===== config.mk =====
export PLATFORM = sky130hd
export DESIGN_NAME = reset_and_interrupt_arbiter
export DESIGN_NICKNAME = d
export VERILOG_FILES = /design/src/core/rst_irq_pkg.sv /design/src/core/reset_and_interrupt_arbiter.sv /design/src/core/sync2.sv
export SDC_FILE = /design/constraint.sdc
export NUM_CORES = 1
export LEC_CHECK = 0
export BUFFER_PORTS_ARGS = -buffer_cell sky130_fd_sc_hd__buf_2
export CAP_MARGIN = 30
export CORE_MARGIN = 5
export CORE_UTILIZATION = 40
export DETAILED_ROUTE_END_ITERATION = 10
export GPL_TIMING_DRIVEN = 0
export PLACE_DENSITY = 0.65
export SLEW_MARGIN = 20
export SYNTH_ARGS = -nofsm -noshare
export SYNTH_HDL_FRONTEND = slang
export SYNTH_SLANG_ARGS = --single-unit

===== constraint.sdc =====
create_clock -name clk_i -period 5 [get_ports clk_i]
set_clock_uncertainty 0.15 [all_clocks]
set_input_delay 1 -clock clk_i [delete_from_list [all_inputs] [get_ports clk_i]]
set_output_delay 1 -clock clk_i [all_outputs]
set_load 0.02 [all_outputs]

===== src/core/rst_irq_pkg.sv =====
// Constants shared by the reset and interrupt arbiter
// Functional notes
// - Watchdog overflow raises internal reset and sets watchdog_timeout cause flag.
// - Every internal reset source drives the reset pin low.
// - Watchdog disabled combinationally by high test voltage in monitor or break state.
// - Illegal instruction sets bad_opcode_flag and resets the chip.
// - With stop disabled, stop instruction gives a bad opcode reset.
// - Opcode fetch from unmapped address sets bad_fetch_address_flag and resets.
// - Supply trip sets its flag, pin low for 4096 + 32 cycles.
// - After supply trip, CPU released 32 cycles after pin-low interval.
// - Debug entry reset with erased vectors causes internal reset, pin low.
// - Stabilisation counter is 13 bits, times oscillator settling.
// - Stop instruction clears the stabilisation counter.
// - Stop exit waits 32 cycles if short wake set, else 4096.
// - External pin reset leaves counter unchanged; counter free-runs after reset.
// - Interrupt entry stacks registers and sets mask; return restores them.
// - Requests latched and arbitrated at entry, giving a vector constant.
// - Latched interrupt not pre-empted until serviced; clearing the mask does not release it.
// - Hardware interrupt taken at instruction end, mask clear, source enabled.
// - Highest priority pending served first; pending at return served next.
// - Interrupt entry does not stack the index-high register.
// - Software trap interrupts regardless of the mask bit.
// - Software trap stacks PC; hardware interrupt stacks PC minus 1.
// - Priority reset, software trap, then sources 1 to 16 by number.
// - Internal reset other than power-up or supply trip: pin low 32 cycles, internal reset 32 more.
// - Internal reset clears counter; each source sets its own cause flag.
package rst_irq_pkg;
    localparam int unsigned CLK_MHZ = 250;
    localparam int unsigned CNT_W = 13;
    localparam logic [12:0] PIN_LOW_CYC = 13'h0020;
    localparam logic [12:0] INTERNAL_RESET_LINE_EXTRA_CYC = 13'h0020;
    localparam logic [12:0] LONG_SETTLE_CYC = 13'h1000;
    localparam logic [12:0] SHORT_SETTLE_CYC = 13'h0020;
    localparam int unsigned NUM_IRQ = 16;
    // Wishbone byte offsets
    localparam logic [3:0] CAUSE_OFS = 4'h0;
    localparam logic [3:0] STATUS_OFS = 4'h4;
    localparam logic [3:0] ENABLE_OFS = 4'h8;
    localparam logic [3:0] CTRL_OFS = 4'hc;
    // Cause register bit positions
    localparam int unsigned POWER_BIT = 7;
    localparam int unsigned PIN_BIT = 6;
    localparam int unsigned WDOG_BIT = 5;
    localparam int unsigned OPC_BIT = 4;
    localparam int unsigned FETCH_BIT = 3;
    localparam int unsigned DEBUG_BIT = 2;
    localparam int unsigned TRIP_BIT = 1;
    localparam logic [7:0] CAUSE_RST = 8'h80;
    localparam logic [15:0] ENABLE_RST = 16'h0000;
    localparam logic [1:0] CTRL_RST = 2'h0;
    localparam logic [4:0] VEC_NONE = 5'h00;
    localparam logic [4:0] VEC_TRAP = 5'h11;
    typedef enum {ST_RUN, ST_PIN_LOW, ST_INTERNAL_RESET_LINE, ST_STOP, ST_SETTLE} seq_t;
endpackage : rst_irq_pkg


===== src/core/reset_and_interrupt_arbiter.sv =====
// Reset sequencing, cause recording and interrupt arbitration
`timescale 1ns/1ns
`default_nettype none
module reset_and_interrupt_arbiter (
    input wire logic clk_i,
    input wire logic rst_i,
    input wire logic ce_i,
    // Wishbone slave
    input wire logic cyc_i,
    input wire logic stb_i,
    input wire logic we_i,
    input wire logic [3:0] adr_i,
    input wire logic [3:0] sel_i,
    input wire logic [31:0] dat_i,
    output logic [31:0] dat_o,
    output logic ack_o,
    // Reset sources
    input wire logic power_up_pulse_i,
    input wire logic watchdog_ovf_i,
    input wire logic supply_trip_i,
    input wire logic debug_entry_reset_i,
    input wire logic vectors_erased_i,
    // Reset pin, open drain
    input wire logic rst_pin_i,
    output logic rst_pin_o,
    output logic rst_pin_oe_o,
    // Test voltage sensing and modes
    input wire logic rst_pin_hv_i,
    input wire logic irq_pin_hv_i,
    input wire logic monitor_mode_i,
    input wire logic break_state_i,
    output logic watchdog_disable_o,
    // CPU decode
    input wire logic illegal_op_i,
    input wire logic stop_op_i,
    input wire logic stop_enable_i,
    input wire logic opcode_fetch_i,
    input wire logic unmapped_i,
    input wire logic short_wake_option_i,
    input wire logic insn_done_i,
    input wire logic mask_bit_i,
    input wire logic trap_op_i,
    input wire logic entry_done_i,
    input wire logic [15:0] irq_req_i,
    output logic internal_reset_line_o,
    output logic bus_clk_en_o,
    output logic int_take_o,
    output logic [4:0] vector_o,
    output logic pc_minus1_o,
    output logic stack_index_high_o
);
    ////////////////////////////////////////////////////////////////////////
    // Declarations
    rst_irq_pkg::seq_t seq_r;
    logic [12:0] cnt_r;
    logic [12:0] wait_r;
    logic [7:0] cause_r;
    logic [15:0] enable_r;
    logic [1:0] ctrl_r;
    logic [4:0] vec_r;
    logic latched_r;
    logic pin_s;
    logic wd_s;
    logic trip_s;
    logic dbg_s;
    logic pin_low_s;
    logic wd_hit;
    logic opc_hit;
    logic fetch_hit;
    logic dbg_hit;
    logic int_rst;
    logic ext_rst;
    logic stop_go;
    logic cnt_done;
    logic any_irq;
    logic [15:0] pend;
    logic [4:0] win_vec;
    logic wb_req;
    logic cause_rd;
    ////////////////////////////////////////////////////////////////////////
    // Reset pin, watchdog, supply trip and debug reset inputs pass two flip-flops
    sync2 u_sync_pin (.clk_i(clk_i), .rst_i(rst_i), .ce_i(ce_i),
        .d_i(rst_pin_i), .q_o(pin_s));
    sync2 u_sync_wd (.clk_i(clk_i), .rst_i(rst_i), .ce_i(ce_i),
        .d_i(watchdog_ovf_i), .q_o(wd_s));
    sync2 u_sync_trip (.clk_i(clk_i), .rst_i(rst_i), .ce_i(ce_i),
        .d_i(supply_trip_i), .q_o(trip_s));
    sync2 u_sync_dbg (.clk_i(clk_i), .rst_i(rst_i), .ce_i(ce_i),
        .d_i(debug_entry_reset_i), .q_o(dbg_s));
    ////////////////////////////////////////////////////////////////////////
    // Reset source decode
    // Watchdog gate is purely combinational, no register in the path
    assign watchdog_disable_o = (monitor_mode_i &
        (rst_pin_hv_i | irq_pin_hv_i)) | (break_state_i & rst_pin_hv_i);
    assign wd_hit = wd_s & ~watchdog_disable_o;
    assign opc_hit = illegal_op_i | (stop_op_i & ~stop_enable_i);
    assign fetch_hit = opcode_fetch_i & unmapped_i;
    assign dbg_hit = dbg_s & vectors_erased_i & monitor_mode_i;
    assign int_rst = power_up_pulse_i | wd_hit | opc_hit | fetch_hit
        | dbg_hit | trip_s;
    // External pin low, counted only in the run state
    assign ext_rst = ~pin_s & (seq_r == rst_irq_pkg::ST_RUN);
    assign stop_go = stop_op_i & stop_enable_i & (seq_r == rst_irq_pkg::ST_RUN);
    // Counter starts at zero, so the last cycle of a phase is wait minus one
    assign cnt_done = (cnt_r == wait_r - 13'h0001);
    ////////////////////////////////////////////////////////////////////////
    // Sequencer: pin low phase, internal reset phase, stop and settle
    always_ff @(posedge clk_i) begin
        if (rst_i) begin
            seq_r <= rst_irq_pkg::ST_PIN_LOW;
            wait_r <= rst_irq_pkg::LONG_SETTLE_CYC + rst_irq_pkg::PIN_LOW_CYC;
        end else if (ce_i) begin
            if (int_rst) begin
                seq_r <= rst_irq_pkg::ST_PIN_LOW;
                wait_r <= (power_up_pulse_i | trip_s)
                    ? rst_irq_pkg::LONG_SETTLE_CYC + rst_irq_pkg::PIN_LOW_CYC
                    : rst_irq_pkg::PIN_LOW_CYC;
            end else begin
                case (seq_r)
                    rst_irq_pkg::ST_RUN: begin
                        if (stop_go) begin
                            seq_r <= rst_irq_pkg::ST_STOP;
                        end
                    end
                    rst_irq_pkg::ST_PIN_LOW: begin
                        if (cnt_done) begin
                            seq_r <= rst_irq_pkg::ST_INTERNAL_RESET_LINE;
                            wait_r <= rst_irq_pkg::INTERNAL_RESET_LINE_EXTRA_CYC;
                        end
                    end
                    rst_irq_pkg::ST_INTERNAL_RESET_LINE: begin
                        if (cnt_done) begin
                            seq_r <= rst_irq_pkg::ST_RUN;
                        end
                    end
                    rst_irq_pkg::ST_STOP: begin
                        // Sample short wake option on exit
                        if (any_irq | trap_op_i | break_state_i | ~pin_s) begin
                            seq_r <= rst_irq_pkg::ST_SETTLE;
                            wait_r <= short_wake_option_i
                                ? rst_irq_pkg::SHORT_SETTLE_CYC
                                : rst_irq_pkg::LONG_SETTLE_CYC;
                        end
                    end
                    rst_irq_pkg::ST_SETTLE: begin
                        if (cnt_done) begin
                            seq_r <= rst_irq_pkg::ST_RUN;
                        end
                    end
                    default: seq_r <= rst_irq_pkg::ST_RUN;
                endcase
            end
        end
    end
    ////////////////////////////////////////////////////////////////////////
    // 13-bit stabilisation counter
    always_ff @(posedge clk_i) begin
        if (rst_i) begin
            cnt_r <= '0;
        end else if (ce_i) begin
            if (int_rst) begin
                cnt_r <= '0;
            end else if (stop_go || seq_r == rst_irq_pkg::ST_STOP) begin
                cnt_r <= '0;
            end else if ((seq_r != rst_irq_pkg::ST_RUN) && cnt_done) begin
                cnt_r <= '0;
            end else begin
                cnt_r <= cnt_r + 13'h0001;
            end
        end
    end
    // Reset pin open drain and internal reset line
    assign rst_pin_o = 1'b0;
    assign rst_pin_oe_o = (seq_r == rst_irq_pkg::ST_PIN_LOW);
    assign internal_reset_line_o = (seq_r == rst_irq_pkg::ST_PIN_LOW)
        | (seq_r == rst_irq_pkg::ST_INTERNAL_RESET_LINE) | ext_rst;
    assign bus_clk_en_o = (seq_r == rst_irq_pkg::ST_RUN);
    ////////////////////////////////////////////////////////////////////////
    // Reset cause register, set wins over read clear
    assign wb_req = cyc_i & stb_i & ~ack_o;
    assign cause_rd = wb_req & ~we_i & (adr_i == rst_irq_pkg::CAUSE_OFS);
    always_ff @(posedge clk_i) begin
        if (rst_i) begin
            cause_r <= rst_irq_pkg::CAUSE_RST;
        end else if (ce_i) begin
            if (power_up_pulse_i) begin
                cause_r <= rst_irq_pkg::CAUSE_RST;
            end else begin
                cause_r <= (cause_rd ? 8'h00 : cause_r)
                    | ({7'h00, wd_hit} << rst_irq_pkg::WDOG_BIT)
                    | ({7'h00, opc_hit} << rst_irq_pkg::OPC_BIT)
                    | ({7'h00, fetch_hit} << rst_irq_pkg::FETCH_BIT)
                    | ({7'h00, dbg_hit} << rst_irq_pkg::DEBUG_BIT)
                    | ({7'h00, trip_s} << rst_irq_pkg::TRIP_BIT)
                    | ({7'h00, ext_rst} << rst_irq_pkg::PIN_BIT);
            end
        end
    end
    ////////////////////////////////////////////////////////////////////////
    // Interrupt arbitration
    assign pend = irq_req_i & enable_r;
    assign any_irq = |pend;
    // Lowest index is highest priority; trap beats all sources
    always_comb begin
        win_vec = rst_irq_pkg::VEC_NONE;
        for (int i = rst_irq_pkg::NUM_IRQ - 1; i >= 0; i--) begin
            if (pend[i]) begin
                win_vec = 5'(i + 1);
            end
        end
        if (trap_op_i) begin
            win_vec = rst_irq_pkg::VEC_TRAP;
        end
    end
    // Latch at instruction boundary; hold until serviced (entry_done_i), mask has no effect once latched
    always_ff @(posedge clk_i) begin
        if (rst_i) begin
            latched_r <= 1'b0;
            vec_r <= rst_irq_pkg::VEC_NONE;
        end else if (ce_i) begin
            if (latched_r) begin
                if (entry_done_i) begin
                    latched_r <= 1'b0;
                end
            end else if (insn_done_i && bus_clk_en_o &&
                (trap_op_i || (!mask_bit_i && any_irq))) begin
                latched_r <= 1'b1;
                vec_r <= win_vec;
            end
        end
    end
    assign int_take_o = latched_r;
    assign vector_o = vec_r;
    assign pc_minus1_o = latched_r & (vec_r != rst_irq_pkg::VEC_TRAP);
    assign stack_index_high_o = 1'b0;
    ////////////////////////////////////////////////////////////////////////
    // Wishbone registers, one cycle ack
    always_ff @(posedge clk_i) begin
        if (rst_i) begin
            ack_o <= 1'b0;
            dat_o <= '0;
            enable_r <= rst_irq_pkg::ENABLE_RST;
            ctrl_r <= rst_irq_pkg::CTRL_RST;
        end else if (ce_i) begin
            ack_o <= wb_req;
            if (wb_req && we_i && adr_i == rst_irq_pkg::ENABLE_OFS) begin
                if (sel_i[0]) enable_r[7:0] <= dat_i[7:0];
                if (sel_i[1]) enable_r[15:8] <= dat_i[15:8];
            end
            if (wb_req && !we_i) begin
                case (adr_i)
                    rst_irq_pkg::CAUSE_OFS: dat_o <= {24'h0, cause_r};
                    rst_irq_pkg::STATUS_OFS: dat_o <= {16'h0, irq_req_i};
                    rst_irq_pkg::ENABLE_OFS: dat_o <= {16'h0, enable_r};
                    rst_irq_pkg::CTRL_OFS: dat_o <= {26'h0, latched_r, vec_r};
                    default: dat_o <= '0;
                endcase
            end
        end
    end
    ////////////////////////////////////////////////////////////////////////
    // Assertions
    a_pin_drive: assert property (@(posedge clk_i) disable iff (rst_i)
        ce_i && $rose(seq_r == rst_irq_pkg::ST_INTERNAL_RESET_LINE) |->
        $past(rst_pin_oe_o)) else $error("Pin not driven before reset tail");
    a_wd_gate: assert property (@(posedge clk_i) disable iff (rst_i)
        monitor_mode_i && irq_pin_hv_i |-> watchdog_disable_o)
        else $error("Watchdog not disabled");
    a_opc_flag: assert property (@(posedge clk_i) disable iff (rst_i)
        ce_i && stop_op_i && !stop_enable_i && !power_up_pulse_i
        |=> cause_r[rst_irq_pkg::OPC_BIT]) else $error("Stop not illegal");
    a_fetch_only: assert property (@(posedge clk_i) disable iff (rst_i)
        ce_i && unmapped_i && !opcode_fetch_i && !power_up_pulse_i
        && !cause_rd && !$past(cause_r[rst_irq_pkg::FETCH_BIT])
        |=> !cause_r[rst_irq_pkg::FETCH_BIT] || $past(fetch_hit))
        else $error("Data fetch flagged");
    a_internal_reset_line_tail: assert property (@(posedge clk_i) disable iff (rst_i)
        internal_reset_line_o && !rst_pin_oe_o && seq_r == rst_irq_pkg::ST_INTERNAL_RESET_LINE
        |-> cnt_r <= rst_irq_pkg::INTERNAL_RESET_LINE_EXTRA_CYC)
        else $error("Reset tail too long");
    a_stop_clear: assert property (@(posedge clk_i) disable iff (rst_i)
        ce_i && stop_go && !int_rst |=> cnt_r == 13'h0000)
        else $error("Stop did not clear counter");
    a_latch_hold: assert property (@(posedge clk_i) disable iff (rst_i)
        ce_i && latched_r && !entry_done_i |=> latched_r && $stable(vec_r))
        else $error("Latched interrupt pre-empted");
    a_trap_pc: assert property (@(posedge clk_i) disable iff (rst_i)
        latched_r && vec_r == rst_irq_pkg::VEC_TRAP |-> !pc_minus1_o)
        else $error("Trap stacked PC minus 1");
    a_mask_block: assert property (@(posedge clk_i) disable iff (rst_i)
        ce_i && !latched_r && mask_bit_i && !trap_op_i |=> !latched_r)
        else $error("Masked interrupt taken");
    c_trap: cover property (@(posedge clk_i) latched_r
        && vec_r == rst_irq_pkg::VEC_TRAP);
    c_stop_wake: cover property (@(posedge clk_i)
        seq_r == rst_irq_pkg::ST_SETTLE ##1 seq_r == rst_irq_pkg::ST_RUN);
    c_wd_reset: cover property (@(posedge clk_i) wd_hit ##1 rst_pin_oe_o);
endmodule // reset_and_interrupt_arbiter
`default_nettype wire


===== src/core/sync2.sv =====
// Two flip-flop synchroniser for pin inputs
`timescale 1ns/1ns
`default_nettype none
module sync2 (
    input wire logic clk_i,
    input wire logic rst_i,
    input wire logic ce_i,
    input wire logic d_i,
    output logic q_o
);
    logic meta_r;
    // First stage read only by the second
    always_ff @(posedge clk_i) begin
        if (rst_i) begin
            meta_r <= 1'b0;
            q_o <= 1'b0;
        end else if (ce_i) begin
            meta_r <= d_i;
            q_o <= meta_r;
        end
    end
endmodule // sync2
`default_nettype wire


==> results of run 1 <==
worst max-delay path, stage by stage:
cell     delay, ns
buf_2         0.11
o21ai_0       0.22
nand2_1       0.07
buf_2         0.16
routing by layer:
layer	vias to the layer above	share of wire [%]	global-route usage, %
met3	17	5.6	2.28
met4	0	2.5	8.21
li1	1864	-	-
met5	-	0	0
met2	124	45	29.0
met1	1712	47	26.0
kinds of logic after synthesis:
logic type	Yosys count	synth area share, %
XOR/XNOR	7	1.60
AO/OA/AOI/OAI	118	20.5
buffers and inverters	47	7.03
other	1	0.0980
AND/OR/NAND/NOR	194	25.8
multiplexers	20	6.90
adder cells (fa/ha/maj)	1	0.327
flip-flops	72	37.7
synth_stat cells (3+ instances only):
cell type	instances
xnor2_1	6
o31a_1	3
buf_4	21
mux2i_1	14
buf_2	5
and2_1	6
a21oi_1	54
mux4_2	5
nand2b_1	4
dfxtp_1	72
o21ai_0	10
a31oi_1	6
nor2_1	41
nor2b_1	7
nor4_1	5
clkbuf_1	12
inv_1	5
a22o_1	8
nor3_1	15
a22oi_1	15
nand3_1	19
a32oi_1	3
nand4_1	3
nand2_1	69
registers in the layout, indices dropped and copies added, names as in the netlist, 2 cells and up:
register  flops
vector_o      5
cnt_r        13
dat_o        16
enable_r     16
wait_r        2
cause_r       7
seq_r         3
stage by stage:
step / cell area, sq um / utilization, % / hold WS, ns / power (mW) / worst slack, ns
floorplan: 3890 / - / 0.283 / 0.683 / 2.42
global placement: 4500 / 48.5 / 0.292 / 0.733 / 2.06
detailed placement: 4500 / 48.5 / 0.294 / 0.735 / 2.03
CTS: 4670 / 50.4 / 0.301 / 1.14 / 2.28
global route: 4670 / 50.4 / 0.315 / 1.18 / 2.19
finish: 4670 / 50.4 / 0.296 / 1.14 / 2.29
layout make-up:
type,count,area (sq um),share of cell area (%)
multi-input cells,358,2180,46.6
flip-flops and latches,72,1440,30.8
repair buffers,90,450,9.64
plain buffers,41,246,5.27
clock buffers,14,173,3.69
well taps,129,161,3.45
inverters,6,22.5,0.482
power breakdown:
group | internal [mW] | switching (mW) | leakage (nW)
sequential | 0.580 | 0.00388 | 0.582
clock | 0.216 | 0.198 | 0.0886
combinational | 0.0569 | 0.0830 | 1.22
worst max path at each step:
stage	startpoint	end	slack, ns	cells past startpoint
after floorplan	vectors_erased_i	seq_r[2]	2.42	6
after global placement	irq_req_i[7]	wait_r[12]	2.06	7
after detailed placement	irq_req_i[7]	wait_r[12]	2.03	7
after CTS	monitor_mode_i	watchdog_disable_o	2.28	4
after global routing	monitor_mode_i	watchdog_disable_o	2.19	4
final	monitor_mode_i	watchdog_disable_o	2.29	4
==> results.yml, run 1 <==
timing:
  rsz0062_at_grt: "no"
  final_hold_viol_count: 0
  fmax_mhz: 369
  relSlewSlack_pct: 53.3
  maxSlewViolCount: 0
  tightestPinTransition_ns: 0.700
  totalNegativeSetupSlack_ns: 0
  period_share_pct: 54.1
  fin_crit_ns: 2.71
  final-setup-viol-count: 0
synth:
  synth_area_leader_cell: "dfxtp_1"
  synth_flop_cell: "dfxtp_1"
  async_flop_share_pct: 0
  synthDistinctLibCells: 65
  synth-edff-count: 0
  avgSynthCellArea_sq_um: 8.32
  ys.warnings.count: 0
  yosysSeqAreaShare_pct: 37.7
  syn_inst: 460
  netlist.area_leader.share_pct: 37.7
  ys_top_cells_by_area: "dfxtp_1, a21oi_1, nand2_1"
  ys_ff_latch: 72
  netlist_area_sq_um: 3830
cells_and_area:
  nFillCells: 925
  layout_commonest_cell: "buf_2"
  insertedDiodeCount: 0
  fin_nets: 661
  fin_cells: 710
  layout_common_cells: "buf_2, dfxtp_1, nand2_1"
  drive_above_1_share_pct: 26.5
  syn2layout_area_growth_pct: 22.2
critical_path:
  worstSetupEndpointType: "primary output"
  required_ns: 3.85
  cp-start-kind: "input pin"
  arrival_ns: 1.56
  crit_type: "in -> out"
  reg2reg_slack_ns: 2.78
  r2r_end: "seq_r[2]"
  r2r-start: "cnt_r[6]"
  r2r_cells: 6
  cp_max_fo: 3
clock_network:
  clk_pin_slew_ns: 0.07
  clock_latency_ns: 0.35
  cts_resized: 0
  htreeDepth: 3
  cts_tree: "yes"
  cts_buffers: 9
  clock_sinks: 72
  cts-root-buf: "clkbuf_8"
  cts_hold_buffers: 0
  clockBufferDepth: 2
  cts_setup_buffers: 0
min_path:
  worstHoldStart: "dat_o[7]"
  hold_path_end: "dat_o[7]"
  whs_path_depth: 2
  hold_path.class: "reg -> reg"
drt:
  drcViolationCount: 0
  avgRoutedWirePerCell_microns: 15.1
  first_pass_iters: 5
  viasPerCell: 5.24
  route.vias.total: 3717
  drtIter0Drc: 185
  postRouteAntennaNets: 0
  wl_mm: 10.7
global_routing:
  track_usage_pct: 18.7
  antenna_found_initial: 0
  grt_pass1_wl_mm: 17.1
  grt-ovfl-total: 0
  grt_max_degree: 11
  grt_pass1_vias: 3477
power:
  p_leak_nw: 1.89
  ir_drop_mv: 0.114
  p_per_area_nw_per_um2: 243
placement:
  port_buffers: 90
  gp_congestion: 0.913
  hpwl_mm: 8.55
  placed_cells: 696
outcome:
  outcome: "completed"
die:
  num_rows: 35
  dieArea_sq_um: 11600
  coreArea_sq_um: 9280
  initial_utilization_pct: 41.2
  die_height_microns: 108
  die_x_microns: 108
  io_pins: 128
flow_run:
  drv_cap: 0
(Power assumes the default switching activity.)
==> run 2, diff against run 1 <==
--- a/config.mk
+++ b/config.mk
@@ -5,13 +5,14 @@
 export SDC_FILE = /design/constraint.sdc
 export NUM_CORES = 1
 export LEC_CHECK = 0
+export ABC_AREA = 1
 export BUFFER_PORTS_ARGS = -buffer_cell sky130_fd_sc_hd__buf_2
 export CAP_MARGIN = 30
 export CORE_MARGIN = 5
 export CORE_UTILIZATION = 40
 export DETAILED_ROUTE_END_ITERATION = 10
 export GPL_TIMING_DRIVEN = 0
-export PLACE_DENSITY = 0.65
+export PLACE_DENSITY = 0.64
 export SLEW_MARGIN = 20
 export SYNTH_ARGS = -nofsm -noshare
 export SYNTH_HDL_FRONTEND = slang
==> constraint.sdc (replaced) <==
create_clock -name clk_i -period 2.7 [get_ports clk_i]
set_clock_uncertainty 0.15 [all_clocks]
set_input_delay 0.54 -clock clk_i [delete_from_list [all_inputs] [get_ports clk_i]]
set_output_delay 0.54 -clock clk_i [all_outputs]
set_load 0.02 [all_outputs]
==> run 2 against run 1 <==
Net effect: design area increased by 2.3%; synthesized area is 2.5% higher; sequential cell count did not move; clock power increased by 99%; first-iteration DRC count increased by 15%; critical path depth grew 4; combinational power rose by 100%; sequential power up 89%; sequential share of layout area fell by 0.69 points; critical path type is now reg -> out.
==> results.yml, run 2 <==
power:
  p_leak_nw: 2.10
  ir_drop_mv: 0.193
  p_per_area_nw_per_um2: 461
  power_mw: 2.20
cells_and_area:
  layout_commonest_cell: "nand2_1"
  nFillCells: 1032
  syn2layout_area_growth_pct: 22.0
  drive_above_1_share_pct: 24.0
  layout_common_cells: "nand2_1, buf_2, dfxtp_1"
  design_area_sq_um: 4780
  fin_cells: 829
  reg_top3: "dat_o: 16 flops, enable_r: 16 flops, cnt_r: 13 flops"
  fin_nets: 774
  insertedDiodeCount: 0
die:
  die_height_microns: 109
  coreArea_sq_um: 9680
  die_x_microns: 109
  io_pins: 128
  dieArea_sq_um: 11900
  num_rows: 36
  initial_utilization_pct: 40.5
clock_network:
  clock_latency_ns: 0.35
  clockBufferDepth: 2
  cts_setup_buffers: 0
  clk_pin_slew_ns: 0.08
  cts_resized: 0
  cts_hold_buffers: 0
  cts_buffers: 9
  cts-root-buf: "clkbuf_8"
  cts_tree: "yes"
  clock_sinks: 72
  htreeDepth: 3
synth:
  synth.most_common_cell: "nand2_1"
  ys_ff_latch: 72
  synthDistinctLibCells: 44
  syn_inst: 574
  synth_common_cells: "nand2_1, dfxtp_1, nor2_1"
  avgSynthCellArea_sq_um: 6.83
  async_flop_share_pct: 0
  netlist_area_sq_um: 3920
  synth_flop_cell: "dfxtp_1"
  synthSimpleGateAreaFrac_pct: 32.4
  synth-edff-count: 0
  synth_xor_area_share_pct: 1.76
  ys.warnings.count: 0
  netlist.area_leader.share_pct: 36.8
  synth_compound_area_share_pct: 17.1
  synth_area_leader_cell: "dfxtp_1"
  synth_top_family_by_area: "simple AND/OR/NAND/NOR gates"
  muxShareOfSynthArea_pct: 0
  yosysSeqAreaShare_pct: 36.8
  ys_top_cells_by_area: "dfxtp_1, nand2_1, nor2_1"
  synthAdderAreaFrac_pct: 0.319
global_routing:
  antenna_found_initial: 0
  grt_pass1_wl_mm: 17.7
  met1_usage_pct: 22.2
  grt_pass1_vias: 3826
  use_met2_pct: 33.6
  track_usage_pct: 18.9
  grt_use_met3_pct: 4.14
  grt_max_degree: 16
  grt-ovfl-total: 0
  grt-busiest-layer: "met2"
critical_path:
  crit_type: "reg -> out"
  cpMostUsedCell: "nor2_1"
  max_stage_delay_ns: 0.35
  critical_path.cell_chain: "nor2_1 > inv_2 > nor2_4 > inv_1 > nor2_1 > a31oi_1 > o21ai_0 > buf_2"
  arrival_ns: 1.73
  worstSetupEndpointType: "primary output"
  cp-start-kind: "flop"
  cp_max_fo: 5
  cpMaxStageDelayCell: "dfxtp_1"
  required_ns: 2.01
drt:
  first_pass_iters: 4
  wl_mm: 11.3
  postRouteAntennaNets: 0
  drcViolationCount: 0
  drtIter0Drc: 213
  route.vias.total: 3983
  avgRoutedWirePerCell_microns: 13.6
  viasPerCell: 4.80
placement:
  port_buffers: 89
  gp_congestion: 0.877
  placed_cell_area_sq_um: 4600
  placed_cells: 813
  hpwl_mm: 8.99
timing:
  final_hold_viol_count: 0
  rsz0062_at_grt: "no"
  holdWs_ns: 0.269
  period_share_pct: 89.8
  tightestPinTransition_ns: 0.683
  maxSlewViolCount: 0
  relSlewSlack_pct: 54.5
  final-setup-viol-count: 0
  fin_crit_ns: 2.42
  fmax_mhz: 412
  totalNegativeSetupSlack_ns: 0
flow_run:
  drv_cap: 0
min_path:
  hold_path.class: "in -> reg"
outcome:
  outcome: "completed"
-- run 2: changes by cell type in the layout (fill, tap and decap cells not counted), sizes merged, moves of 9 or more --
cell / delta
nand2: +91
inv: +57
a22oi: -15
a21oi: -11
a22o: -9
nor2: +35
o21ai: +20
nor3: -10
mux2i: -14
a211oi: +14
nand3: +10
-- run 2: cells by family (layout without fill, tap and decap cells) --
kind of cell	count (synthesis)	count (layout)
adder cells (fa/ha/maj)	1	1
AND/OR/NAND/NOR	288	288
flip-flops	72	72
XOR/XNOR	7	7
AO/OA/AOI/OAI	109	109
buffers and inverters	96	201
other	1	18
-- run 2: per-layer routing --
metal  vias to the layer above  wire (microns)
li1                       2075               -
met5                         -               0
met2                       102            5610
met3                        19             626
met4                         0             239
met1                      1787            4830
-- run 2: path summary, 6_finish.rpt --
check                start               endpoint  slack [ns]  cells after the start
min reg2reg      dat_o[11]              dat_o[11]        0.31                      2
max               seq_r[1]  internal_reset_line_o        0.28                      8
min          supply_trip_i     u_sync_trip.meta_r        0.27                      3
max reg2reg       cnt_r[0]               seq_r[1]        0.72                     14
-- run 2: critical path: cells and delay by family, from the launching register on --
| kind | cells | cell delay (ns) |
|---|---|---|
| AO/OA/AOI/OAI | 2 | 0.13 |
| flip-flops | 1 | 0.35 |
| buffers and inverters | 3 | 0.41 |
| AND/OR/NAND/NOR | 3 | 0.51 |
-- run 2: report_power, final --
part / switching, mW / total (mW) / internal [mW]
clock: 0.470 / 0.823 / 0.353
combinational: 0.180 / 0.282 / 0.103
sequential: 0.0148 / 1.10 / 1.08
total: 0.665 / 2.20 / 1.54
-- run 2: per-stage QoR --
| step | util [%] | setup slack (ns) |
|---|---|---|
| floorplan | - | 0.757 |
| global placement | 47.5 | 0.443 |
| detailed placement | 47.5 | 0.407 |
| CTS | 49.4 | 0.256 |
| global route | 49.4 | 0.142 |
| finish | 49.4 | 0.275 |
-- run 2: cell type report --
cell class / instances / area (sq um) / area share [%]
Tap cell: 133 / 166 / 3.48
Clock buffer: 9 / 124 / 2.59
Buffer: 37 / 229 / 4.79
Multi-Input combinational cell: 423 / 2090 / 43.8
Inverter: 59 / 221 / 4.63
Sequential cell: 72 / 1440 / 30.1
Clock inverter: 7 / 61.3 / 1.28
Timing Repair Buffer: 89 / 445 / 9.32
